[config.mk]
export PLATFORM = sky130hd
export DESIGN_NAME = bmoc_top
export DESIGN_NICKNAME = d
export VERILOG_FILES = /design/src/verilog/bmoc_pkg.sv /design/src/verilog/bmoc_sync.sv /design/src/verilog/bmoc_top.sv
export SDC_FILE = /design/constraint.sdc
export NUM_CORES = 1
export LEC_CHECK = 0
export ABC_AREA = 1
export BUFFER_PORTS_ARGS = -buffer_cell sky130_fd_sc_hd__clkbuf_2
export CORE_ASPECT_RATIO = 0.8
export CORE_MARGIN = 5
export CORE_UTILIZATION = 46
export DETAILED_ROUTE_END_ITERATION = 12
export GPL_TIMING_DRIVEN = 0
export PLACE_DENSITY = 0.85
export REMOVE_ABC_BUFFERS = 1
export SLEW_MARGIN = 20
export SYNTH_ARGS = -nofsm -noshare
export SYNTH_HDL_FRONTEND = slang
export SYNTH_SLANG_ARGS = --single-unit
[constraint.sdc]
create_clock -name core_clk -period 2.6 [get_ports core_clk]
set_clock_uncertainty 0.15 [all_clocks]
set_input_delay 0.52 -clock core_clk [delete_from_list [all_inputs] [get_ports core_clk]]
set_output_delay 0.52 -clock core_clk [all_outputs]
set_load 0.05 [all_outputs]
[src/verilog/bmoc_pkg.sv]
package bmoc_pkg;

    // Operating modes; the host may force all but NORMAL
    typedef enum logic [2:0] {
        BMOC_MODE_NORMAL = 3'b000,
        BMOC_MODE_IDLE = 3'b001,
        BMOC_MODE_LIGHT_SLEEP_STATE = 3'b010,
        BMOC_MODE_SLEEP = 3'b011,
        BMOC_MODE_PDOWN = 3'b100
    } bmoc_mode_e;

    // Balance mode selection
    typedef enum logic [1:0] {
        BMOC_CB_OFF = 2'b00,
        BMOC_CB_CHARGE = 2'b01,
        BMOC_CB_DISCHARGE = 2'b10,
        BMOC_CB_EOC = 2'b11
    } bmoc_cbmode_e;

    // Pack option bits
    typedef struct packed {
        logic fet_temp_on_t2;
        logic fault_shutdown_en;
        logic openwire_shutdown_en;
        logic lockout_pd_en;
        logic openwire_scan_dis;
        logic cascade_en;
    } bmoc_opt_s;

    // Host override bits
    typedef struct packed {
        logic scan;
        logic fet;
        logic chg_mon;
        logic load_mon;
    } bmoc_ovr_s;

    // Host one-shot commands
    typedef struct packed {
        logic force_valid;
        logic [2:0] force_mode;
        logic clear_force;
        logic conv_start;
        logic [3:0] measure_sel;
        logic [1:0] cur_gain;
        logic openwire_start;
        logic clr_chg_err;
        logic clr_load_err;
    } bmoc_cmd_s;

    localparam int MEAS_W = 4;
    localparam int RESULT_W = 14;
    localparam int GAIN_W = 2;
    localparam logic [MEAS_W-1:0] MEAS_SEL_RST = 4'h0;
    localparam logic [GAIN_W-1:0] GAIN_RST = 2'h0;
    localparam logic [6:0] ADDR_LOWER = 7'h28;
    localparam logic [6:0] ADDR_UPPER = 7'h29;
    // Watchdog timeout, figure chosen as plain default
    localparam int WDOG_TIMEOUT_MS = 1;
    localparam int CLK_MHZ = 100;
    localparam int WDOG_CYCLES = WDOG_TIMEOUT_MS * 1000 * CLK_MHZ;
    localparam int CONV_CYCLES = 16;

endpackage

[src/verilog/bmoc_sync.sv]
`timescale 1ns/1ps
`default_nettype none

// Three-stage synchroniser for pin inputs; change counts when
// the last two stages agree
module bmoc_sync #(
    parameter int W = 1
) (
    input wire logic core_clk,
    input wire logic rst_n,
    input wire logic [W-1:0] din,
    output logic [W-1:0] dout
);
    logic [W-1:0] s1_q;
    logic [W-1:0] s2_q;
    logic [W-1:0] s3_q;

    // Shift chain; first stage read only by the second
    always_ff @(posedge core_clk or negedge rst_n) begin
        if (!rst_n) begin
            s1_q <= '0;
            s2_q <= '0;
            s3_q <= '0;
        end else begin
            s1_q <= din;
            s2_q <= s1_q;
            s3_q <= s2_q;
        end
    end

    // Filtered level per bit
    genvar i;
    generate
        for (i = 0; i < W; i++) begin : g_bit
            always_ff @(posedge core_clk or negedge rst_n) begin
                if (!rst_n) begin
                    dout[i] <= 1'b0;
                end else if (s2_q[i] == s3_q[i]) begin
                    dout[i] <= s3_q[i];
                end
            end
        end
    endgenerate
endmodule

`default_nettype wire

[src/verilog/bmoc_top.sv]
`timescale 1ns/1ps
`default_nettype none

module bmoc_top #(
    parameter int NCELL = 8,
    parameter int WDOG_CYC = bmoc_pkg::WDOG_CYCLES
) (
    input wire logic core_clk,
    input wire logic resetn,
    input wire bmoc_pkg::bmoc_opt_s opt,
    input wire bmoc_pkg::bmoc_cbmode_e cb_mode,
    input wire logic position_pin,
    input wire logic t2_overtemp,
    input wire logic cell_overtemp,
    input wire logic cell_fault_flag,
    input wire logic open_wire_det,
    input wire logic supply_lockout_condition,
    input wire logic chg_current,
    input wire logic dis_current,
    input wire logic limits_ok,
    input wire logic [NCELL-1:0] cell_above_eoc,
    input wire logic [NCELL-1:0] cell_above_eoc_hyst,
    input wire logic [NCELL-1:0] cell_above_min_delta,
    input wire logic ovr_set_valid,
    input wire bmoc_pkg::bmoc_ovr_s ovr_set,
    input wire bmoc_pkg::bmoc_cmd_s cmd,
    input wire logic host_fet_chg,
    input wire logic host_fet_dis,
    input wire logic auto_fet_chg,
    input wire logic auto_fet_dis,
    input wire logic pack_shutdown_set,
    input wire logic addr_byte_ok,
    input wire logic [bmoc_pkg::RESULT_W-1:0] adc_data,
    output logic pack_shutdown_output,
    output logic power_down,
    output logic auto_scan_en,
    output logic openwire_scan_go,
    output logic current_sense_en,
    output logic fet_chg,
    output logic fet_dis,
    output logic [NCELL-1:0] balance,
    output logic [6:0] slave_addr,
    output bmoc_pkg::bmoc_mode_e mode,
    output bmoc_pkg::bmoc_ovr_s ovr,
    output logic wdog_expired,
    output logic [bmoc_pkg::MEAS_W-1:0] measure_sel,
    output logic [bmoc_pkg::GAIN_W-1:0] cur_gain,
    output logic conv_busy,
    output logic conv_done,
    output logic [bmoc_pkg::RESULT_W-1:0] conv_result,
    output logic chg_error,
    output logic load_error,
    output logic chg_oc_event_seen
);
    logic rst_s1_q;
    logic rst_n;
    logic pos_q;
    logic [31:0] wd_cnt_q;
    logic any_ovr;
    logic eoc_bal_q;
    logic bal_cond;
    logic pack_current;
    logic [4:0] conv_cnt_q;
    logic [1:0] pin_sync_in;
    logic [1:0] pin_sync;

    // Reset release through two flops
    always_ff @(posedge core_clk or negedge resetn) begin
        if (!resetn) begin
            rst_s1_q <= 1'b0;
            rst_n <= 1'b0;
        end else begin
            rst_s1_q <= 1'b1;
            rst_n <= rst_s1_q;
        end
    end

    // Pin-level inputs cross from outside the clock domain
    assign pin_sync_in = {position_pin, supply_lockout_condition};
    bmoc_sync #(.W(2)) u_sync (
        .core_clk(core_clk),
        .rst_n(rst_n),
        .din(pin_sync_in),
        .dout(pin_sync)
    );
    assign pos_q = pin_sync[1];

    // Role and address from the position pin
    assign slave_addr = pos_q ? bmoc_pkg::ADDR_LOWER
                              : bmoc_pkg::ADDR_UPPER;
    assign current_sense_en = !(opt.cascade_en && pos_q);

    // Override bits; watchdog expiry clears them all
    always_ff @(posedge core_clk or negedge rst_n) begin
        if (!rst_n) begin
            ovr <= '0;
        end else if (wdog_expired) begin
            ovr <= '0;
        end else if (ovr_set_valid) begin
            ovr <= ovr_set;
        end
    end
    assign any_ovr = |ovr;

    // Watchdog: runs while any override, restarts on address byte
    always_ff @(posedge core_clk or negedge rst_n) begin
        if (!rst_n) begin
            wd_cnt_q <= '0;
        end else if (!any_ovr || addr_byte_ok) begin
            wd_cnt_q <= '0;
        end else if (wd_cnt_q < 32'(WDOG_CYC - 1)) begin
            wd_cnt_q <= wd_cnt_q + 32'h0000_0001;
        end
    end

    // Expiry latch held until a valid address byte arrives
    always_ff @(posedge core_clk or negedge rst_n) begin
        if (!rst_n) begin
            wdog_expired <= 1'b0;
        end else if (any_ovr && !addr_byte_ok
                     && wd_cnt_q == 32'(WDOG_CYC - 1)) begin
            wdog_expired <= 1'b1;
        end else if (addr_byte_ok) begin
            wdog_expired <= 1'b0;
        end
    end

    // FET drive: expiry off, cascade lower off, host or auto
    always_ff @(posedge core_clk or negedge rst_n) begin
        if (!rst_n) begin
            fet_chg <= 1'b0;
            fet_dis <= 1'b0;
        end else if (wdog_expired) begin
            fet_chg <= 1'b0;
            fet_dis <= 1'b0;
        end else if (opt.cascade_en && pos_q) begin
            fet_chg <= 1'b0;
            fet_dis <= 1'b0;
        end else if (ovr.fet) begin
            fet_chg <= host_fet_chg;
            fet_dis <= host_fet_dis;
        end else begin
            fet_chg <= auto_fet_chg && !t2_overtemp;
            fet_dis <= auto_fet_dis && !t2_overtemp;
        end
    end

    // Pack shutdown: direct host bit, or enabled fault triggers
    always_ff @(posedge core_clk or negedge rst_n) begin
        if (!rst_n) begin
            pack_shutdown_output <= 1'b0;
        end else if (pack_shutdown_set) begin
            pack_shutdown_output <= 1'b1;
        end else if (opt.fault_shutdown_en && cell_fault_flag) begin
            pack_shutdown_output <= 1'b1;
        end else if (opt.openwire_shutdown_en && open_wire_det) begin
            pack_shutdown_output <= 1'b1;
        end
    end

    // Scan control; overcurrent monitoring is outside and untouched
    assign auto_scan_en = !ovr.scan;
    assign openwire_scan_go = cmd.openwire_start
        || (cell_fault_flag && !opt.openwire_scan_dis && !ovr.scan);

    // Operating mode; only pack current returns to normal
    assign pack_current = chg_current || dis_current;
    always_ff @(posedge core_clk or negedge rst_n) begin
        if (!rst_n) begin
            mode <= bmoc_pkg::BMOC_MODE_NORMAL;
            power_down <= 1'b0;
        end else if (opt.lockout_pd_en && pin_sync[0]) begin
            mode <= bmoc_pkg::BMOC_MODE_PDOWN;
            power_down <= 1'b1;
        end else if (pack_current && !power_down) begin
            mode <= bmoc_pkg::BMOC_MODE_NORMAL;
        end else if (cmd.force_valid) begin
            case (bmoc_pkg::bmoc_mode_e'(cmd.force_mode))
                bmoc_pkg::BMOC_MODE_IDLE,
                bmoc_pkg::BMOC_MODE_LIGHT_SLEEP_STATE,
                bmoc_pkg::BMOC_MODE_SLEEP: begin
                    mode <= bmoc_pkg::bmoc_mode_e'(cmd.force_mode);
                end
                bmoc_pkg::BMOC_MODE_PDOWN: begin
                    mode <= bmoc_pkg::BMOC_MODE_PDOWN;
                    power_down <= 1'b1;
                end
                default: begin
                    mode <= mode;
                end
            endcase
        end
    end

    // End-of-charge balancing hysteresis
    always_ff @(posedge core_clk or negedge rst_n) begin
        if (!rst_n) begin
            eoc_bal_q <= 1'b0;
        end else if (|cell_above_eoc) begin
            eoc_bal_q <= 1'b1;
        end else if (!(|cell_above_eoc_hyst)) begin
            eoc_bal_q <= 1'b0;
        end
    end

    // Balance enable by mode; T2 is FET temp when option set
    always_comb begin
        case (cb_mode)
            bmoc_pkg::BMOC_CB_CHARGE: bal_cond = chg_current
                && !dis_current;
            bmoc_pkg::BMOC_CB_DISCHARGE: bal_cond = dis_current
                && !chg_current;
            bmoc_pkg::BMOC_CB_EOC: bal_cond = eoc_bal_q;
            default: bal_cond = 1'b0;
        endcase
        bal_cond = bal_cond && limits_ok && !cell_overtemp
            && (opt.fet_temp_on_t2 || !t2_overtemp)
            && !ovr.scan;
    end

    // Per-cell balance outputs
    genvar c;
    generate
        for (c = 0; c < NCELL; c++) begin : g_cell
            always_ff @(posedge core_clk or negedge rst_n) begin
                if (!rst_n) begin
                    balance[c] <= 1'b0;
                end else begin
                    balance[c] <= bal_cond && cell_above_min_delta[c];
                end
            end
        end
    endgenerate

    // Single conversion: selection and gain stored, result latched
    always_ff @(posedge core_clk or negedge rst_n) begin
        if (!rst_n) begin
            measure_sel <= bmoc_pkg::MEAS_SEL_RST;
            cur_gain <= bmoc_pkg::GAIN_RST;
            conv_cnt_q <= '0;
            conv_busy <= 1'b0;
            conv_done <= 1'b0;
            conv_result <= '0;
        end else begin
            conv_done <= 1'b0;
            if (cmd.conv_start && !conv_busy) begin
                measure_sel <= cmd.measure_sel;
                cur_gain <= cmd.cur_gain;
                conv_busy <= 1'b1;
                conv_cnt_q <= 5'(bmoc_pkg::CONV_CYCLES - 1);
            end else if (conv_busy && conv_cnt_q == 5'h00) begin
                conv_busy <= 1'b0;
                conv_done <= 1'b1;
                conv_result <= adc_data;
            end else if (conv_busy) begin
                conv_cnt_q <= conv_cnt_q - 5'h01;
            end
        end
    end

    // Charger and load error flags; set wins over host clear
    always_ff @(posedge core_clk or negedge rst_n) begin
        if (!rst_n) begin
            chg_error <= 1'b0;
            load_error <= 1'b0;
        end else begin
            if (fet_chg == 1'b0 && chg_current && auto_fet_chg) begin
                chg_error <= 1'b1;
            end else if (cmd.clr_chg_err && ovr.chg_mon) begin
                chg_error <= 1'b0;
            end
            if (fet_dis == 1'b0 && dis_current && auto_fet_dis) begin
                load_error <= 1'b1;
            end else if (cmd.clr_load_err && ovr.load_mon) begin
                load_error <= 1'b0;
            end
        end
    end
    assign chg_oc_event_seen = chg_error;

    AST_SHUTDOWN_DIRECT: assert property (@(posedge core_clk)
        disable iff (!rst_n) pack_shutdown_set |=> pack_shutdown_output)
        else $error("shutdown bit did not drive output");
    AST_FAULT_SHUTDOWN: assert property (@(posedge core_clk)
        disable iff (!rst_n) opt.fault_shutdown_en && cell_fault_flag
        |=> pack_shutdown_output)
        else $error("cell fault did not set shutdown");
    AST_OW_SHUTDOWN: assert property (@(posedge core_clk)
        disable iff (!rst_n) opt.openwire_shutdown_en && open_wire_det
        |=> pack_shutdown_output)
        else $error("open wire did not set shutdown");
    AST_WD_FETS_OFF: assert property (@(posedge core_clk)
        disable iff (!rst_n) wdog_expired |=> !fet_chg && !fet_dis)
        else $error("FETs on after watchdog expiry");
    AST_WD_CLEARS_OVR: assert property (@(posedge core_clk)
        disable iff (!rst_n) wdog_expired |=> ovr == '0)
        else $error("override held after expiry");
    AST_CHG_BAL: assert property (@(posedge core_clk)
        disable iff (!rst_n) cb_mode == bmoc_pkg::BMOC_CB_CHARGE
        && !chg_current |=> balance == '0)
        else $error("balanced without charge current");
    AST_DIS_BAL: assert property (@(posedge core_clk)
        disable iff (!rst_n) cb_mode == bmoc_pkg::BMOC_CB_DISCHARGE
        && !dis_current |=> balance == '0)
        else $error("balanced without discharge current");
    AST_CELL_DELTA: assert property (@(posedge core_clk)
        disable iff (!rst_n) balance != '0
        |-> (balance & ~$past(cell_above_min_delta)) == '0)
        else $error("balanced a cell below delta");
    AST_SCAN_OVR: assert property (@(posedge core_clk)
        disable iff (!rst_n) ovr.scan |-> !auto_scan_en ##1 balance == '0)
        else $error("automatic scan or balance while host scans");
    AST_CONV_LEN: assert property (@(posedge core_clk)
        disable iff (!rst_n) cmd.conv_start && !conv_busy
        |=> conv_busy [*8])
        else $error("conversion ended early");
    AST_ADDR: assert property (@(posedge core_clk)
        disable iff (!rst_n) pos_q |-> slave_addr == bmoc_pkg::ADDR_LOWER)
        else $error("wrong address for lower role");

    COV_WD: cover property (@(posedge core_clk) wdog_expired);
    COV_CONV: cover property (@(posedge core_clk) conv_done);
    COV_BAL: cover property (@(posedge core_clk) balance != '0);
    COV_SLEEP: cover property (@(posedge core_clk)
        mode == bmoc_pkg::BMOC_MODE_SLEEP);
endmodule

`default_nettype wire

Word-level counts from Yosys, hierarchy flattened:

Cells that the tools add are included.

* add/subtract/negate cells: 2
* magnitude comparators: 1
* equal/unequal tests: 13
* multiplexer cells: 38
* bitwise operators: 3
* reduce and logical (&&, ||, !) cells: 69

Operators by type and width (number)
* 2-to-1 mux 32 bit: 2
* logical AND 1 bit: 33
* adder 32 x 1 -> 32 bit, second input constant: 1
* == test 32 x 17 -> 1 bit, second input constant: 1
* less-than comparator 32 x 17 -> 1 bit, second input constant: 1
* 2-to-1 mux 1 bit: 26
* nonzero test 2 bit: 9
* OR reduction 8 bit: 2
* 2-to-1 mux 5 bit: 3
* zero test 1 bit: 11
* 2-to-1 mux 3 bit: 3
* 2-to-1 mux 4 bit: 2
* == test 3 x 2 -> 1 bit, second input constant: 2
* != test 2 bit, second input constant: 3
* one-hot mux 3 bit (2 select lines): 1
* AND reduction 2 bit: 3
* nonzero test 3 bit: 2
* zero test 5 bit: 1
* subtractor 5 x 1 -> 5 bit, second input constant: 1
* == test 2 bit, second input constant: 2
* logical OR 1 bit: 4
* nonzero test 4 bit: 1
* OR reduction 4 bit: 1
* == test 3 x 1 -> 1 bit, second input constant: 1
* other kinds (7): 10

* flip-flop bits (word level): 92
* input port bits: 83
* output and inout bits: 55
* word-level logic and storage cells: 161

Longest topological paths before layout:

Gate-level depths: netlist of run 1.

* depth after elaboration: 8
* mapped depth: 10
* mapped depth without buffers: 10

Modules after synthesis:

From an unflattened synthesis of run 1, not the netlist that was laid out.

* cell total of the unflattened synthesis: 528
* area total of the unflattened synthesis: 4251.6 um2

Modules (own cells, without submodules)
* bmoc_top: instances 1, cells each 512, area each 4018.9 um2, sequential area each 2102.0 um2
* bmoc_sync: instances 1, cells each 16, area each 232.7 um2, sequential area each 200.2 um2

Least setup slack after synthesis of run 1:

OpenSTA, ideal clock, no wires.

* path kind: reg-to-output
* from: register ovr[3] (netlist name)
* to: output port openwire_scan_go
* data arrival time: 1.845 ns
* slack: 0.085 ns
* stages on the path, launching flop included: 4
* path buffers: 0
* path through: dfrtp_1 -> inv_1 -> nand2_1 -> o21bai_1

* longest elaborated chain between the ends: 3

Ends and longest elaborated chain
* start: declaration: RTL line bmoc_top.sv:44 `output bmoc_pkg::bmoc_ovr_s ovr,`
* start signal: assignment: RTL line bmoc_top.sv:100 `ovr <= ovr_set;`
* zero test 1 bit
* named net auto_scan_en: RTL line bmoc_top.sv:36 `output logic auto_scan_en,`
* logical AND 1 bit: RTL line bmoc_top.sv:164 `|| (cell_fault_flag && !opt.openwire_scan_dis && !ovr.scan);`
* logical OR 1 bit: RTL line bmoc_top.sv:164
* end: declaration: RTL line bmoc_top.sv:37 `output logic openwire_scan_go,`

The timed path passes the listed nets, and every way through them passes these cells.

Worst setup path after layout of run 1:

* from: register ovr[2] (netlist name)
* to: register wd_cnt_q[3]

* longest elaborated chain between the ends: 4
* elaborated cells between the ends (all ways): 5
* those cells by class: 1 x mux; 4 x reduce/logical

Ends and longest elaborated chain
* OR reduction 4 bit (*): RTL line bmoc_top.sv:103 `assign any_ovr = |ovr;`
* zero test 1 bit (*): RTL line bmoc_top.sv:109 `end else if (!any_ovr || addr_byte_ok) begin`
* logical OR 1 bit (*): RTL line bmoc_top.sv:109
* 2-to-1 mux 32 bit or nonzero test 2 bit (tied branches)
* end signal: assignment: RTL line bmoc_top.sv:112 `wd_cnt_q <= wd_cnt_q + 32'h0000_0001;`
* end: declaration: RTL line bmoc_top.sv:58 `logic [31:0] wd_cnt_q;`

Mark *: on every way between the ends. The rest lies on a longest branch, timed or not.
A chain may end at the register's enable or synchronous reset.

==> impl_metrics.json, run 1 <==
{
  "status": "finished, final reports clean",
  "power.share.switching": 0.4105,
  "detailedPlace.worstSlack_ps": -66.03,
  "fin_ws_ps": 296.7,
  "vias_in_the_first_global_route": 3694,
  "worst-endpoint-required_ps": 2720,
  "worst_voltage_drop_across_the_vdd_grid_mv": 0.9813,
  "post_synthesis_cell_count": 524,
  "cts_sinks": 92,
  "post-layout-total-power_uw": 4586,
  "mean_syn_cell_area_sq_um": 8.204,
  "wl_microns": 10620,
  "path_clk_slew_ps": 70,
  "place_hpwl_microns": 7921,
  "pin_count_of_the_biggest_net_entering_global_routing": 59,
  "yosys_warnings": 0,
  "timing.critical_path.arrival_ps": 2430,
  "p_seq_frac": 0.403,
  "place_congestion": 0.8822,
  "maxSlewViolCount": 0,
  "tritoncts": "done",
  "synth-edff-count": 0,
  "placed_cells": 760,
  "std_cell_rows": 31,
  "synthesis.area_sq_um": 4299,
  "final_core_util": 0.5908,
  "post-route-drc-count": 0,
  "antenna_left": 0,
  "route.vias.total": 3832,
  "synth_async_sr_flop_share": 1.000,
  "global_route.usage.total": 0.1875,
  "path_class": "register to register",
  "layout_cell_share_with_drive_strength_beyond_1": 0.2644,
  "syn2layout_area_growth_pct": 24.74,
  "totalNegativeSetupSlack_ps": 0,
  "grt_pass1_wl_microns": 17460,
  "rsz0062_at_grt": "no",
  "crit_path_start_kind": "register",
  "regToRegSetupSlack_ps": 300,
  "nNetsFinal": 743,
  "overflow": 0,
  "comb_power_frac": 0.323,
  "leakagePower_uw": 0.002863,
  "pwr_per_cell_area_nw_per_um2": 855.2,
  "clock.fmax_mhz": 434.2,
  "num_io_pins": 138,
  "timing.critical_path.fanout_max": 29,
  "max_slew_headroom": 0.6028,
  "max-clock-path-buffers": 2,
  "clk_latency_ps": 340,
  "max_cap_viol": 0,
  "synth_cell_type_count": 36,
  "antenna_violations_before_repair": 0,
  "timing.final.hold_violations": 0,
  "power.internal_uw": 2704,
  "dr.pass1.iters": 5,
  "setup.worst_path.end_class": "register",
  "post_drt_wl_per_cell_microns": 13.67,
  "viasPerCell": 4.932,
  "tcrit_tclk_final": 0.8859,
  "hold_path.class": "register to async pin",
  "cts_root_buffer": "sky130_fd_sc_hd__clkbuf_16",
  "core_area_sq_um": 9076,
  "cts_made_buffers": 9,
  "fin_cells": 777,
  "die_area_sq_um": 11390,
  "worstMarginPinSlew_ps": 595.1,
  "dieHeight_microns": 96.47,
  "final-setup-viol-count": 0,
  "floorplan.initialDensity": 0.4737,
  "dieWidth_microns": 118.1,
  "power.clock.fraction": 0.274,
  "fin_crit_ps": 2303,
  "ys.flop_type": "sky130_fd_sc_hd__dfrtp_1",
  "fillers": 757,
  "ys_seq_elements": 92,
  "number_of_buffers_added_on_ports": 130,
  "antennaDiodeCount": 0,
  "total_switching_power_uw": 1883,
  "cts.repair_timing.setup_buffer_count": 0,
  "cts_htree_levels": 3,
  "initialDrtViolationCount": 271,
  "yosysSeqAreaShare": 0.5355
}
## metal layers
layer,up-vias,global-route usage,routed length [microns],share of wire
met3,10,0.06170,762,0.072
li1,1877,-,-,-
met2,131,0.3268,5371,0.51
met1,1814,0.2324,4406,0.41
met5,-,0,0,0
met4,0,0.03534,80,0.0075
## power groups by stage
stage	Combinational, uW	Clock [uW]	Sequential [uW]
2_1_floorplan	388	0	2520
3_3_place_gp	1420	0	1860
3_5_place_dp	1480	0	1870
4_1_cts	1490	1280	1840
5_1_grt	1590	1350	1880
6_report	1480	1260	1850
## synthesized netlist by cell type (all sizes together) (3+ instances only)
cell,n,area share
nand3,39,0.049
o21bai,5,0.0096
dfrtp,92,0.54
nor4,3,0.0044
nand4,3,0.0044
a21oi,7,0.0081
inv,65,0.057
buf,14,0.025
o21ai,21,0.024
nor2,84,0.092
ha,3,0.0087
nor3,5,0.0058
nand2,164,0.14
## sequential cells by signal, indices dropped and copies added (netlist names), 2 cells and up
signal and count:
mode 3, ovr 4, u_sync.dout 2, measure_sel 4
wd_cnt_q 32, u_sync.s2_q 2, conv_cnt_q 5, u_sync.s1_q 2
cur_gain 2, conv_result 14, u_sync.s3_q 2, balance 8
## metrics by stage
step,instance area (sq um),hold WS [ps]
after floorplan,4203,74.41
after global placement,4997,161.0
after detailed placement,5044,130.7
after CTS,5353,138.5
after global routing,5363,139.9
final,5363,127.6
## critical path: stages, from the launching register on
cell,delay (ps)
sky130_fd_sc_hd__dfrtp_1,450
sky130_fd_sc_hd__inv_1,120
sky130_fd_sc_hd__nand3_1,160
sky130_fd_sc_hd__o21ai_4,370
sky130_fd_sc_hd__buf_6,210
sky130_fd_sc_hd__inv_2,150
sky130_fd_sc_hd__nand2_4,440
sky130_fd_sc_hd__nand2_1,110
sky130_fd_sc_hd__nand2_1,80
## repair_timing
action / CTS / global route
endpoints found under the setup margin: 19 / 20
hold buffers: 1 / 0
hold endpoints to repair: 2 / 0
resized for setup: 1 / 2
## cell usage in the layout (no fill, tap or decap), types with 3 or more instances in the layout
cell type,count
sky130_fd_sc_hd__ha_1,3
sky130_fd_sc_hd__nor2_4,10
sky130_fd_sc_hd__clkbuf_2,130
sky130_fd_sc_hd__inv_1,59
sky130_fd_sc_hd__o21ai_0,19
sky130_fd_sc_hd__conb_1,7
sky130_fd_sc_hd__nand3_1,37
sky130_fd_sc_hd__dfrtp_1,91
sky130_fd_sc_hd__clkbuf_16,9
sky130_fd_sc_hd__inv_2,6
sky130_fd_sc_hd__nand2_1,162
sky130_fd_sc_hd__a21oi_1,7
sky130_fd_sc_hd__nor2_2,3
sky130_fd_sc_hd__nor3_1,5
sky130_fd_sc_hd__nor4_1,3
sky130_fd_sc_hd__nor2_1,71
sky130_fd_sc_hd__nand4_1,3
sky130_fd_sc_hd__o21bai_1,4
## cell type report
class / instances / area [sq um] / share of cell area
multi-input combinational: 356 / 1675 / 0.3124
inverter: 65 / 244.0 / 0.04550
timing repair buffer: 133 / 699.4 / 0.1304
clock buffer: 10 / 239.0 / 0.04456
sequential: 92 / 2306 / 0.4300
clock inverter: 6 / 55.05 / 0.01027
tap: 115 / 143.9 / 0.02683
## worst paths after layout
kind                                     startpoint        endpoint  cells after the start
min in group core_clk      supply_lockout_condition  u_sync.s1_q[0]                      1
setup / recovery                             ovr[2]     wd_cnt_q[3]                      8
setup reg to reg                             ovr[2]     wd_cnt_q[3]                      8
hold reg to reg                               rst_n      load_error                      0
hold / removal                                rst_n      load_error                      0
max in group asynchronous                     rst_n     wd_cnt_q[4]                      1
## kinds of logic after synthesis
group	Yosys count	synth area share
and+or+nand+nor	301	0.3050
DFF	92	0.5355
buffers and inverters	81	0.08353
AOI/OAI and AO/OA	39	0.05268
adders and majority gates	5	0.01339
xor gates and xnor gates	4	0.008150
other	2	0.001747
Power figures use the tool's default switching activity.
==> run 2: changes to the inputs <==
- RECOVER_POWER: unset -> 50
==> run 2 against run 1 <==
Against the previous run: global-route usage stayed put; worst setup slack worse by 20 ps; sequential cell count stayed put; combinational power hardly changed; final cell count stayed put; register-to-register slack worse by 20 ps; sequential power hardly changed; non-clock buffer count stayed put; first-iteration DRC count is 17% lower; hold slack better by 20 ps; via count is 0.50% lower; critical path type unchanged.
==> impl_metrics.json, run 2 (same netlist as run 1, synthesis figures left out) <==
{
  "worstMarginPinSlew_ps": 1323,
  "place_hpwl_microns": 7921,
  "antennaDiodeCount": 0,
  "max_slew_headroom": 0.1182,
  "placed_cells": 760,
  "core_area_sq_um": 9076,
  "timing.critical_path.arrival_ps": 2440,
  "final-setup-viol-count": 0,
  "detailedPlace.worstSlack_ps": -66.03,
  "power.share.switching": 0.4098,
  "hold_path.class": "input pin to register",
  "wl_met2_microns": 5403,
  "critical_path.cell_chain": "inv_1 -> nand3_1 -> o21ai_4 -> buf_6 -> inv_2 -> nand2_4 -> nand2_1 -> nand2_1",
  "cpLargestDelayFamily": "simple AND/OR/NAND/NOR gates",
  "maxSlewViolCount": 0,
  "clock.fmax_mhz": 430.4,
  "max_cap_viol": 0,
  "cp_slowest_cell": "sky130_fd_sc_hd__nand2_4",
  "grt_pass1_wl_microns": 17460,
  "floorplan.initialDensity": 0.4737,
  "global_route.usage.total": 0.1875,
  "p_seq_frac": 0.403,
  "dieWidth_microns": 118.1,
  "worst_r2r_endpoint": "wd_cnt_q[13]",
  "status": "finished, final reports clean",
  "route.vias.total": 3813,
  "total_switching_power_uw": 1877,
  "fin_cells": 777,
  "wl_microns": 10560,
  "regMostFlops": "wd_cnt_q",
  "post-route-drc-count": 0,
  "die_area_sq_um": 11390,
  "power.clock.fraction": 0.274,
  "viasPerCell": 4.907,
  "dr.pass1.iters": 5,
  "setup.worst_path.end_class": "register",
  "timing.critical_path.slowest_cell_delay_ps": 430,
  "dieHeight_microns": 96.47,
  "critical_path.most_common_cell": "sky130_fd_sc_hd__nand2_1",
  "timing.critical_path.fanout_max": 29,
  "largest_registers": "wd_cnt_q: 32 flops, conv_result: 14 flops, balance: 8 flops",
  "fin_crit_ps": 2323,
  "final_cell_mix": "sky130_fd_sc_hd__nand2_1 (162), sky130_fd_sc_hd__clkbuf_2 (129), sky130_fd_sc_hd__dfrtp_1 (92)",
  "max-clock-path-buffers": 2,
  "cts_htree_levels": 3,
  "vias_in_the_first_global_route": 3694,
  "worstRegToRegCells": 8,
  "leakagePower_uw": 0.002861,
  "critPathBufInv": 3,
  "mostFrequentLayoutCell": "sky130_fd_sc_hd__nand2_1",
  "reg2reg_from": "ovr[3]",
  "tcrit_tclk_final": 0.8936,
  "worst_voltage_drop_across_the_vdd_grid_mv": 0.9810,
  "routed-wl-met3_microns": 803,
  "syn2layout_area_growth_pct": 24.62,
  "overflow": 0,
  "number_of_buffers_added_on_ports": 130,
  "flip_flop_count_of_the_largest_register_after_layout": 32,
  "maxUsedRoutingLayer": "met4",
  "hold_depth": 1,
  "fin_ws_ps": 276.5,
  "antenna_left": 0,
  "num_io_pins": 138,
  "path_class": "register to register",
  "layout_cell_share_with_drive_strength_beyond_1": 0.2613,
  "path_clk_slew_ps": 70,
  "initialDrtViolationCount": 224,
  "cts_sinks": 92,
  "antenna_violations_before_repair": 0,
  "cts_made_buffers": 9,
  "wl_met1_microns": 4258,
  "pin_count_of_the_biggest_net_entering_global_routing": 59,
  "cts_root_buffer": "sky130_fd_sc_hd__clkbuf_16",
  "worst-endpoint-required_ps": 2720,
  "comb_power_frac": 0.323,
  "tritoncts": "done",
  "power.internal_uw": 2703,
  "regToRegSetupSlack_ps": 280,
  "timing.final.hold_violations": 0,
  "std_cell_rows": 31,
  "place_congestion": 0.8822,
  "rsz0062_at_grt": "no",
  "pwr_per_cell_area_nw_per_um2": 854.9,
  "crit_path_start_kind": "register",
  "post_drt_wl_per_cell_microns": 13.59,
  "nNetsFinal": 743,
  "hold_path.startpoint": "supply_lockout_condition",
  "final_core_util": 0.5903,
  "clk_latency_ps": 330,
  "worst_hold_path.endpoint": "u_sync.s1_q[0]"
}
==> run 2: routing by layer <==
metal	up-vias	GRT usage
li1	1871	-
met1	1798	0.2324
met2	134	0.3268
met3	10	0.06170
met4	0	0.03534
met5	-	0
==> run 2: layout make-up <==
cell class / count / area [sq um]
tap: 115 / 143.9
clock buffer: 10 / 239.0
inverter: 65 / 244.0
multi-input combinational: 356 / 1675
fill: 760 / 3719
sequential: 92 / 2302
timing repair buffer: 133 / 698.2
clock inverter: 6 / 55.05
==> run 2: worst max-delay path by stage <==
| stage | endpoint | start | cells past startpoint | slack (ps) |
|---|---|---|---|---|
| after global placement | cur_gain[1] | rst_n | 0 | -1120 |
| after global routing | wd_cnt_q[16] | ovr[2] | 8 | 110 |
| after floorplan | wd_cnt_q[0] | ovr[3] | 7 | -640 |
| after detailed placement | wd_cnt_q[13] | ovr[2] | 8 | -70 |
| final | wd_cnt_q[13] | ovr[3] | 8 | 280 |
| after CTS | conv_result[8] | conv_cnt_q[0] | 9 | 30 |
==> run 2: per-stage QoR <==
| step | setup TNS, ps | cell area [sq um] | hold WS [ps] | power [uW] |
|---|---|---|---|---|
| floorplan | -44940 | 4203 | 74.41 | 2910 |
| global placement | -125150 | 4997 | 161.0 | 3276 |
| detailed placement | -639.2 | 5044 | 130.7 | 3347 |
| CTS | 0 | 5353 | 138.5 | 4619 |
| global route | 0 | 5358 | 139.9 | 4820 |
| finish | 0 | 5358 | 147.2 | 4580 |
==> run 2: power groups by stage <==
stage / Combinational, uW / Clock (uW) / Sequential, uW
5_1_grt: 1590 / 1350 / 1880
6_report: 1480 / 1250 / 1850
3_3_place_gp: 1420 / 0 / 1860
2_1_floorplan: 388 / 0 / 2520
4_1_cts: 1490 / 1280 / 1840
3_5_place_dp: 1480 / 0 / 1870
==> run 2: worst reg2reg max path, stage by stage, from the launching register on <==
cell and delay (ps):
sky130_fd_sc_hd__dfrtp_1 390, sky130_fd_sc_hd__inv_1 150, sky130_fd_sc_hd__nand3_1 190, sky130_fd_sc_hd__o21ai_4 380
sky130_fd_sc_hd__buf_6 210, sky130_fd_sc_hd__inv_2 160, sky130_fd_sc_hd__nand2_4 440, sky130_fd_sc_hd__nand2_1 130
sky130_fd_sc_hd__nand2_1 80
==> run 2: timing repair <==
action,CTS,global route
buffers inserted,0,0
cloned,0,0
hold buffers,1,0
endpoints found under the setup margin,19,20
hold endpoints to repair,2,0
resized for setup,1,2
